==> src/hbw_defines.svh <==
`ifndef HBW_DEFINES_SVH
`define HBW_DEFINES_SVH

// ----------------------------------------------------------------
// Timing
// ----------------------------------------------------------------
`define HBW_CLK_PERIOD_NS 40
`define HBW_RD_WAIT_NS 110
`define HBW_WR_WAIT_NS 85
`define HBW_RD_WAIT_CYC ((`HBW_RD_WAIT_NS + `HBW_CLK_PERIOD_NS - 1) / `HBW_CLK_PERIOD_NS)
`define HBW_WR_WAIT_CYC ((`HBW_WR_WAIT_NS + `HBW_CLK_PERIOD_NS - 1) / `HBW_CLK_PERIOD_NS)

// ----------------------------------------------------------------
// Address map (A1-A15 word address)
// ----------------------------------------------------------------
`define HBW_BANK_SEL_ADDR 15'h0007
`define HBW_QUEUE_DATA_ADDR 15'h0001

// ----------------------------------------------------------------
// Reset values
// ----------------------------------------------------------------
`define HBW_ADDR_RST 15'h0000
`define HBW_BE_RST 4'hf
`define HBW_DATA_RST 32'h0000_0000

`endif

==> src/hbw_pkg.sv <==
package hbw_pkg;

   // ----------------------------------------------------------------
   // Types
   // ----------------------------------------------------------------
   typedef enum logic [1:0] {
      HBW_TGT_NONE,
      HBW_TGT_BANK,
      HBW_TGT_QUEUE,
      HBW_TGT_OTHER
   } hbw_target_e;

   typedef enum logic [2:0] {
      HBW_IDLE,
      HBW_RD_WAIT,
      HBW_RD_HOLD,
      HBW_WR_ACTIVE,
      HBW_WR_WAIT
   } hbw_state_e;

   typedef logic [14:0] hbw_addr_t;

endpackage : hbw_pkg

==> src/hbw_addr_if.sv <==
`timescale 1ns/10ps

interface hbw_addr_if;
   import hbw_pkg::*;

   hbw_addr_t addr;
   logic [3:0] byte_lane_enable_n;
   logic selected;
   hbw_target_e target;

   modport latch (output addr, output byte_lane_enable_n, output selected, output target);
   modport core (input addr, input byte_lane_enable_n, input selected, input target);
endinterface : hbw_addr_if

==> src/hbw_addr_latch.sv <==
`timescale 1ns/10ps
`include "hbw_defines.svh"

module hbw_addr_latch (
   input wire logic core_clk_in,
   input wire logic rstn_in,
   input wire hbw_pkg::hbw_addr_t addr_in,
   input wire logic address_qualifier_in,
   input wire logic [3:0] byte_lane_enable_n_in,
   input wire logic address_latch_strobe_n_in,
   input wire logic data_window_select_n_in,
   hbw_addr_if.latch addr_bus
);
   import hbw_pkg::*;

   hbw_addr_t held_addr;
   logic [3:0] held_be_n;
   logic held_qual;
   logic strobe_prev;
   logic strobe_rise;
   hbw_addr_t cur_addr;
   logic cur_qual;

   // ----------------------------------------------------------------
   // Latch on address strobe rising edge
   // ----------------------------------------------------------------
   assign strobe_rise = address_latch_strobe_n_in & ~strobe_prev;

   always_ff @(posedge core_clk_in or negedge rstn_in) begin
      if (!rstn_in) begin
         strobe_prev <= 1'b0;
      end else begin
         strobe_prev <= address_latch_strobe_n_in;
      end
   end

   always_ff @(posedge core_clk_in or negedge rstn_in) begin
      if (!rstn_in) begin
         held_addr <= `HBW_ADDR_RST;
         held_be_n <= `HBW_BE_RST;
         held_qual <= 1'b0;
      end else if (strobe_rise) begin
         held_addr <= addr_in;
         held_be_n <= byte_lane_enable_n_in;
         held_qual <= address_qualifier_in;
      end
   end

   // ----------------------------------------------------------------
   // Strobe tied low: address flows through
   // ----------------------------------------------------------------
   always_comb begin
      cur_addr = address_latch_strobe_n_in ? held_addr : addr_in;
      cur_qual = address_latch_strobe_n_in ? held_qual : address_qualifier_in;
      addr_bus.addr = cur_addr;
      addr_bus.byte_lane_enable_n = address_latch_strobe_n_in ? held_be_n : byte_lane_enable_n_in;
      addr_bus.selected = cur_qual | ~data_window_select_n_in;
      if (!data_window_select_n_in) begin
         addr_bus.target = HBW_TGT_QUEUE;
      end else if (!cur_qual) begin
         addr_bus.target = HBW_TGT_NONE;
      end else if (cur_addr == `HBW_BANK_SEL_ADDR) begin
         addr_bus.target = HBW_TGT_BANK;
      end else if (cur_addr == `HBW_QUEUE_DATA_ADDR) begin
         addr_bus.target = HBW_TGT_QUEUE;
      end else begin
         addr_bus.target = HBW_TGT_OTHER;
      end
   end

endmodule : hbw_addr_latch

==> src/hbw_host_port.sv <==
`timescale 1ns/10ps
`include "hbw_defines.svh"

// Summary of operation
// - A new strobe during a trailing wait is accepted and stretched by ready.
// - Bank select read completes without holding ready low.
// - Queue data read holds ready low about 110 ns before data.
// - Bank select write completes without holding ready low.
// - Queue data write holds ready low about 85 ns.
// - Ready drops promptly after read strobe when a wait is needed.
// - Ready drops promptly after write strobe release when a wait is needed.
// - Ready rises on a read once read data is driven, but a cycle before it on a bank read held off by a trailing wait.
// - Address, qualifier, byte enables captured on address strobe rising edge.
// - Data window select picks the queue data window without address decode.
// - Write data is sampled on every clock of a selected write while the write strobe is low; the last sample before release is kept.
module hbw_host_port #(
   parameter int DATA_W = 32,
   parameter int CNT_W = 4
) (
   input wire logic core_clk_in,
   input wire logic rstn_in,
   input wire hbw_pkg::hbw_addr_t addr_in,
   input wire logic address_qualifier_in,
   input wire logic [3:0] byte_lane_enable_n_in,
   input wire logic address_latch_strobe_n_in,
   input wire logic data_window_select_n_in,
   input wire logic host_read_strobe_n_in,
   input wire logic host_write_strobe_n_in,
   input wire logic [DATA_W-1:0] data_in,
   output logic [DATA_W-1:0] data_out,
   output logic data_oe_out,
   output logic access_ready_out,
   output logic reg_rd_out,
   output logic reg_wr_out,
   output hbw_pkg::hbw_addr_t reg_addr_out,
   output logic [3:0] reg_byte_lane_enable_n_out,
   output logic reg_queue_out,
   output logic [DATA_W-1:0] reg_wdata_out,
   input wire logic [DATA_W-1:0] reg_rdata_in
);
   import hbw_pkg::*;

   localparam logic [CNT_W-1:0] RD_WAIT = CNT_W'(`HBW_RD_WAIT_CYC);
   localparam logic [CNT_W-1:0] WR_WAIT = CNT_W'(`HBW_WR_WAIT_CYC);

   hbw_state_e state;
   hbw_state_e next_state;
   logic [CNT_W-1:0] wait_cnt;
   logic [CNT_W-1:0] next_wait_cnt;
   logic cnt_done;
   logic start_rd;
   logic start_wr;
   logic wr_release;
   logic rd_finish;
   hbw_addr_t acc_addr;
   logic [3:0] acc_be_n;
   logic acc_queue;

   hbw_addr_if addr_bus ();

   // ----------------------------------------------------------------
   // Target decode
   // ----------------------------------------------------------------
   function automatic logic is_queue(input hbw_target_e target);
      return target == HBW_TGT_QUEUE;
   endfunction : is_queue

   // ----------------------------------------------------------------
   // Address capture and decode
   // ----------------------------------------------------------------
   hbw_addr_latch u_latch (
      .core_clk_in(core_clk_in),
      .rstn_in(rstn_in),
      .addr_in(addr_in),
      .address_qualifier_in(address_qualifier_in),
      .byte_lane_enable_n_in(byte_lane_enable_n_in),
      .address_latch_strobe_n_in(address_latch_strobe_n_in),
      .data_window_select_n_in(data_window_select_n_in),
      .addr_bus(addr_bus)
   );

   // ----------------------------------------------------------------
   // Access detection
   // ----------------------------------------------------------------
   assign start_rd = (state == HBW_IDLE) && !host_read_strobe_n_in && addr_bus.selected;
   assign start_wr = (state == HBW_IDLE) && host_read_strobe_n_in && !host_write_strobe_n_in
                     && addr_bus.selected;
   assign wr_release = (state == HBW_WR_ACTIVE) && host_write_strobe_n_in;
   assign cnt_done = (wait_cnt == {CNT_W{1'b0}});
   assign rd_finish = (state == HBW_RD_WAIT) && cnt_done;

   // ----------------------------------------------------------------
   // State machine
   // ----------------------------------------------------------------
   always_comb begin
      next_state = state;
      next_wait_cnt = wait_cnt;
      unique case (state)
         HBW_IDLE: begin
            if (start_rd) begin
               if (is_queue(addr_bus.target)) begin
                  next_state = HBW_RD_WAIT;
                  next_wait_cnt = RD_WAIT - CNT_W'(1);
               end else begin
                  next_state = HBW_RD_HOLD;
               end
            end else if (start_wr) begin
               next_state = HBW_WR_ACTIVE;
            end
         end
         HBW_RD_WAIT: begin
            if (cnt_done) begin
               next_state = HBW_RD_HOLD;
            end else begin
               next_wait_cnt = wait_cnt - CNT_W'(1);
            end
         end
         HBW_RD_HOLD: begin
            if (host_read_strobe_n_in) begin
               next_state = HBW_IDLE;
            end
         end
         HBW_WR_ACTIVE: begin
            if (host_write_strobe_n_in) begin
               if (acc_queue) begin
                  next_state = HBW_WR_WAIT;
                  next_wait_cnt = WR_WAIT - CNT_W'(1);
               end else begin
                  next_state = HBW_IDLE;
               end
            end
         end
         HBW_WR_WAIT: begin
            if (cnt_done) begin
               next_state = HBW_IDLE;
            end else begin
               next_wait_cnt = wait_cnt - CNT_W'(1);
            end
         end
      endcase
   end

   always_ff @(posedge core_clk_in or negedge rstn_in) begin
      if (!rstn_in) begin
         state <= HBW_IDLE;
         wait_cnt <= {CNT_W{1'b0}};
      end else begin
         state <= next_state;
         wait_cnt <= next_wait_cnt;
      end
   end

   // ----------------------------------------------------------------
   // Access context held for the whole access
   // ----------------------------------------------------------------
   always_ff @(posedge core_clk_in or negedge rstn_in) begin
      if (!rstn_in) begin
         acc_addr <= `HBW_ADDR_RST;
         acc_be_n <= `HBW_BE_RST;
         acc_queue <= 1'b0;
      end else if (start_rd || start_wr) begin
         acc_addr <= addr_bus.addr;
         acc_be_n <= addr_bus.byte_lane_enable_n;
         acc_queue <= is_queue(addr_bus.target);
      end
   end

   // ----------------------------------------------------------------
   // Register side strobes
   // ----------------------------------------------------------------
   assign reg_rd_out = (start_rd && !is_queue(addr_bus.target)) || rd_finish;
   assign reg_wr_out = wr_release;
   assign reg_addr_out = (state == HBW_IDLE) ? addr_bus.addr : acc_addr;
   assign reg_byte_lane_enable_n_out = (state == HBW_IDLE) ? addr_bus.byte_lane_enable_n
                                       : acc_be_n;
   assign reg_queue_out = (state == HBW_IDLE) ? is_queue(addr_bus.target) : acc_queue;

   always_ff @(posedge core_clk_in or negedge rstn_in) begin
      if (!rstn_in) begin
         reg_wdata_out <= `HBW_DATA_RST;
      end else if ((start_wr || state == HBW_WR_ACTIVE) && !host_write_strobe_n_in) begin
         reg_wdata_out <= data_in;
      end
   end

   // ----------------------------------------------------------------
   // Read data and bus drive
   // ----------------------------------------------------------------
   always_ff @(posedge core_clk_in or negedge rstn_in) begin
      if (!rstn_in) begin
         data_out <= `HBW_DATA_RST;
      end else if (reg_rd_out) begin
         data_out <= reg_rdata_in;
      end
   end

   always_ff @(posedge core_clk_in or negedge rstn_in) begin
      if (!rstn_in) begin
         data_oe_out <= 1'b0;
      end else begin
         data_oe_out <= (next_state == HBW_RD_HOLD);
      end
   end

   // ----------------------------------------------------------------
   // Ready
   // ----------------------------------------------------------------
   always_comb begin
      access_ready_out = 1'b1;
      if (state == HBW_RD_WAIT) begin
         access_ready_out = 1'b0;
      end else if (state == HBW_WR_WAIT) begin
         access_ready_out = 1'b0;
      end else if (start_rd && is_queue(addr_bus.target)) begin
         access_ready_out = 1'b0;
      end else if (wr_release && acc_queue) begin
         access_ready_out = 1'b0;
      end
   end

endmodule : hbw_host_port

==> config.mk <==
export PLATFORM = sky130hd
export DESIGN_NAME = hbw_host_port
export DESIGN_NICKNAME = d
export VERILOG_FILES = /design/src/hbw_pkg.sv /design/src/hbw_addr_if.sv /design/src/hbw_addr_latch.sv /design/src/hbw_host_port.sv
export VERILOG_INCLUDE_DIRS = /design/src
export SDC_FILE = /design/constraint.sdc
export NUM_CORES = 1
export LEC_CHECK = 0
export BUFFER_PORTS_ARGS = -buffer_cell sky130_fd_sc_hd__buf_2
export CORE_MARGIN = 10
export CORE_UTILIZATION = 47
export CTS_BUF_LIST = sky130_fd_sc_hd__clkbuf_8
export DETAILED_ROUTE_END_ITERATION = 8
export PLACE_DENSITY = 0.8
export REMOVE_ABC_BUFFERS = 1
export SYNTH_ARGS = -nofsm -noshare
export SYNTH_HDL_FRONTEND = slang
export SYNTH_HIERARCHICAL = 1
export SYNTH_SLANG_ARGS = --single-unit
==> constraint.sdc <==
create_clock -name core_clk_in -period 2.65 [get_ports core_clk_in]
set_input_delay 0.1325 -clock core_clk_in [delete_from_list [all_inputs] [get_ports core_clk_in]]
set_output_delay 0.1325 -clock core_clk_in [all_outputs]
set_load 0.01 [all_outputs]
==> summary.md <==
| Metric | Value |
|---|---|
| Root buf cell | `clkbuf_8` |
| Die area | `0.0154 mm^2` |
| WS Path Type | `reg -> out` |
| Clock transition time at the flip-flop clock pins of the worst setup and hold paths | `0.06 ns` |
| IO Pins | `178` |
| Sequential share of the synthesized area | `55.9%` |
| Peak supply drop | `518 uV` |
| Pleak | `3.79 nW` |
| Failing checks | `setup timing` |
| Clock buffer count from CTS | `17` |
| DRC marker count from the first detailed-route iteration | `189` |
| Post-synth top area cell | `dfrtp_1` |
| H-tree levels | `4` |
| Post-Syn Instances | `356` |
| Worst clock skew | `0.00854 ns` |
| Overall Power | `4.25 mW` |
| Clock share of power | `40.8%` |
| Max-cap violations | `0` |
| Logic pwr share | `14.2%` |
| Die Ht | `124 um` |
| CP Capture Type | `primary output` |
| Avg Vias per Cell | `5.11` |
| Most Frequent Cell on Critical Path | `buf_6` |
| Synth warn | `6` |
| Syn avg cell area | `14.3 um^2` |
| GPL Wtd Cong | `0.771` |
| TNS Setup | `-0.228 ns` |
| DP Area | `0.00615 mm^2` |
| Final ANT Viol Nets | `0` |
| Synth Flop Type | `dfrtp_1` |
| Slew HR | `59.6%` |
| Buffers added on ports | `177` |
| Final Max Slew Viols | `0` |
| HPWL Detailed | `9.60 mm` |
| Worst slew pin tran | `0.607 ns` |
| Most common cell after layout, fill and taps aside | `buf_2` |
| CP max FO | `3` |
| #FFs+latches synth | `113` |
| Cell Pwr Density | `547 mW/mm^2` |
| CP arrival | `2.58 ns` |
| Worst setup margin | `-0.0595 ns` |
| Clock Sinks | `113` |
| RSZ-0062 raised after global routing | `true` |
| Synth-to-layout area growth | `53.1%` |
| Vias | `4085` |
| # DRC | `0` |
| Largest net degree at the start of global routing | `70` |
| Fin area | `0.00777 mm^2` |
| Seq pwr share | `45.1%` |
| Startpoint Class | `flop` |
| Final wirelength | `15.3 mm` |
| Top cell family by delay on the critical path | `simple AND/OR/NAND/NOR gates` |
| Drt pass-1 iters | `4` |
| Nets | `738` |
| Core area | `0.0104 mm^2` |
| GRT overflow | `0` |
| Sw power | `1.01 mW` |
| Layout cells sized above 1 | `58.9%` |
| Crit path required time | `2.52 ns` |
| First-pass GRT wire length | `23.9 mm` |
| Max Fclk | `369 MHz` |
| Worst-Skew Late Latency | `0.43 ns` |
| Most frequent cells in the layout | `174 x buf_2, 113 x mux2_2, 105 x dfrtp_1, 86 x dlygate4sd3_1, 22 x clkbuf_8` |
| Worst hold-check path type | `in -> reg` |
| Worst hold slack | `0.112 ns` |
| Power Internal | `3.24 mW` |
| Synth top area cells | `dfrtp_1 52%, mux2_2 28%, dfstp_2 4.1%` |
| Dpl cells | `662` |
| Fin util | `74.6%` |
| Top cell type's share of synthesized area | `51.8%` |
| Endpoints failing hold | `0` |
| Cells along the critical path | `nor4b_2 > nand2_1 > a22oi_2 > a311oi_2 > nand2b_4 > buf_6 > or4_4 > and2_4 > buf_6` |
| Initial Util | `48.7%` |
| CP max stage delay | `0.41 ns` |
| Crit path time final | `2.71 ns` |
| Die Width | `124 um` |
| Number of different library cells in the post-synthesis netlist | `44` |
| Num rows | `37` |
| EDFF count, synth | `0` |
| Final std cells w/o fill | `799` |
| Fraction of registers with async set/reset | `100%` |
| Final period util | `102%` |
| Final setup fails | `16` |
| Vias in the first global route | `4589` |
| CP max stage cell | `or4_4` |
| Post-Syn Area | `0.00507 mm^2` |
| Clk buf depth | `2` |
| Status | `complete, but fails checks` |
| GRT Overall Usage | `20.0%` |
| Switching Fraction | `23.7%` |
| Wirelength per Cell | `19.2 um` |
| Setup WS pre-CTS | `0.00977 ns` |
| CTS tree | `built` |
| Initial antenna violation count | `3` |
| Worst Path Buf+Inv | `2` |
[sequential cells by signal (all words and copies together) (netlist names)]
register	flops
state	3
u_latch/held_qual	1
acc_addr	15
acc_queue	1
wait_cnt	4
data_out	32
u_latch/held_addr	15
u_latch/strobe_prev	1
acc_be_n	4
u_latch/held_be_n	4
data_oe_out	1
reg_wdata_out	32
[power groups by stage]
stage / logic (mW) / registers (mW) / clock network (mW)
finish: 0.601 / 1.91 / 1.73
global route: 0.653 / 1.92 / 1.86
CTS: 0.567 / 1.91 / 1.77
detailed placement: 0.446 / 1.94 / 0
global placement: 0.432 / 1.93 / 0
floorplan: 0.188 / 1.95 / 0
[worst paths after layout]
check                                                        from                               end  slack (ns)  depth (start not counted)
worst max-delay path            u_latch/held_addr[12]$_DFFE_PN0P_                  access_ready_out       -0.06                          9
worst min-delay path                                   addr_in[8]           acc_addr[8]$_DFFE_PN0P_        0.11                          3
worst max register to register  u_latch/held_addr[12]$_DFFE_PN0P_          data_out[10]$_DFFE_PN0P_       -0.03                         11
worst min register to register       reg_wdata_out[4]$_DFFE_PN0P_      reg_wdata_out[4]$_DFFE_PN0P_        0.50                          1
max in group asynchronous                                 rstn_in  u_latch/held_be_n[3]$_DFFE_PN1P_        1.61                          3
min in group asynchronous                                 rstn_in  u_latch/held_addr[0]$_DFFE_PN0P_        0.25                          2
[cells in the mapped netlist, drive strengths merged (2+ instances only)]
| cell type | instances |
|---|---|
| mux2 | 139 |
| buf | 14 |
| clkbuf | 5 |
| dfrtp | 105 |
| nand2b | 5 |
| a21oi | 3 |
| mux2i | 5 |
| nor3b | 2 |
| o21ai | 6 |
| nor3 | 5 |
| or3b | 2 |
| nor4b | 3 |
| inv | 10 |
| nor4 | 4 |
| and3 | 2 |
| nand3 | 2 |
| nand2 | 10 |
| and4 | 2 |
| dfstp | 8 |
| nor2 | 6 |
[per-layer routing]
layer | wire length [um] | GRT usage [%] | part of all wire [%]
met5 | 0 | 0 | 0
met4 | 466 | 8.56 | 3.0
met2 | 8000 | 35.0 | 52
met3 | 1290 | 8.51 | 8.4
met1 | 5570 | 20.7 | 36
[kinds of logic (layout without fill, tap and decap cells)]
| family | count (synthesis) | count (layout) | synth area share (%) |
|---|---|---|---|
| simple gates | 47 | 47 | 5.70 |
| compound gates | 21 | 21 | 3.08 |
| other cells | 0 | 3 | 0 |
| flops | 113 | 113 | 55.9 |
| buf+inv | 29 | 333 | 3.03 |
| fa+ha+maj | 1 | 1 | 0.247 |
| xor+xnor | 1 | 1 | 0.173 |
| mux | 144 | 144 | 31.8 |
[worst min-delay path, stage by stage]
cell and delay [ns]:
buf_2 0.09, mux2_1 0.14, mux2_2 0.14
[area by class of cell]
cell class	count	area (um^2)
Tap cell	136	170
Fill cell	655	2650
Sequential cell	113	2840
Clock buffer	22	303
Clock inverter	10	131
Antenna cell	3	7.51
Inverter	10	37.5
Multi-Input combinational cell	214	2220
Timing Repair Buffer	291	2060
[what timing repair did]
action / 4_1_cts / 5_1_grt
hold buffers: 86 / 0
pin swaps: 8 / 6
hold endpoints to repair: 127 / 0
gates resized for setup: 13 / 26
endpoints found under the setup margin: 33 / 38
buffers inserted: 9 / 7
cloned: 1 / 0
Note: power is estimated with default switching activity, not from simulation.
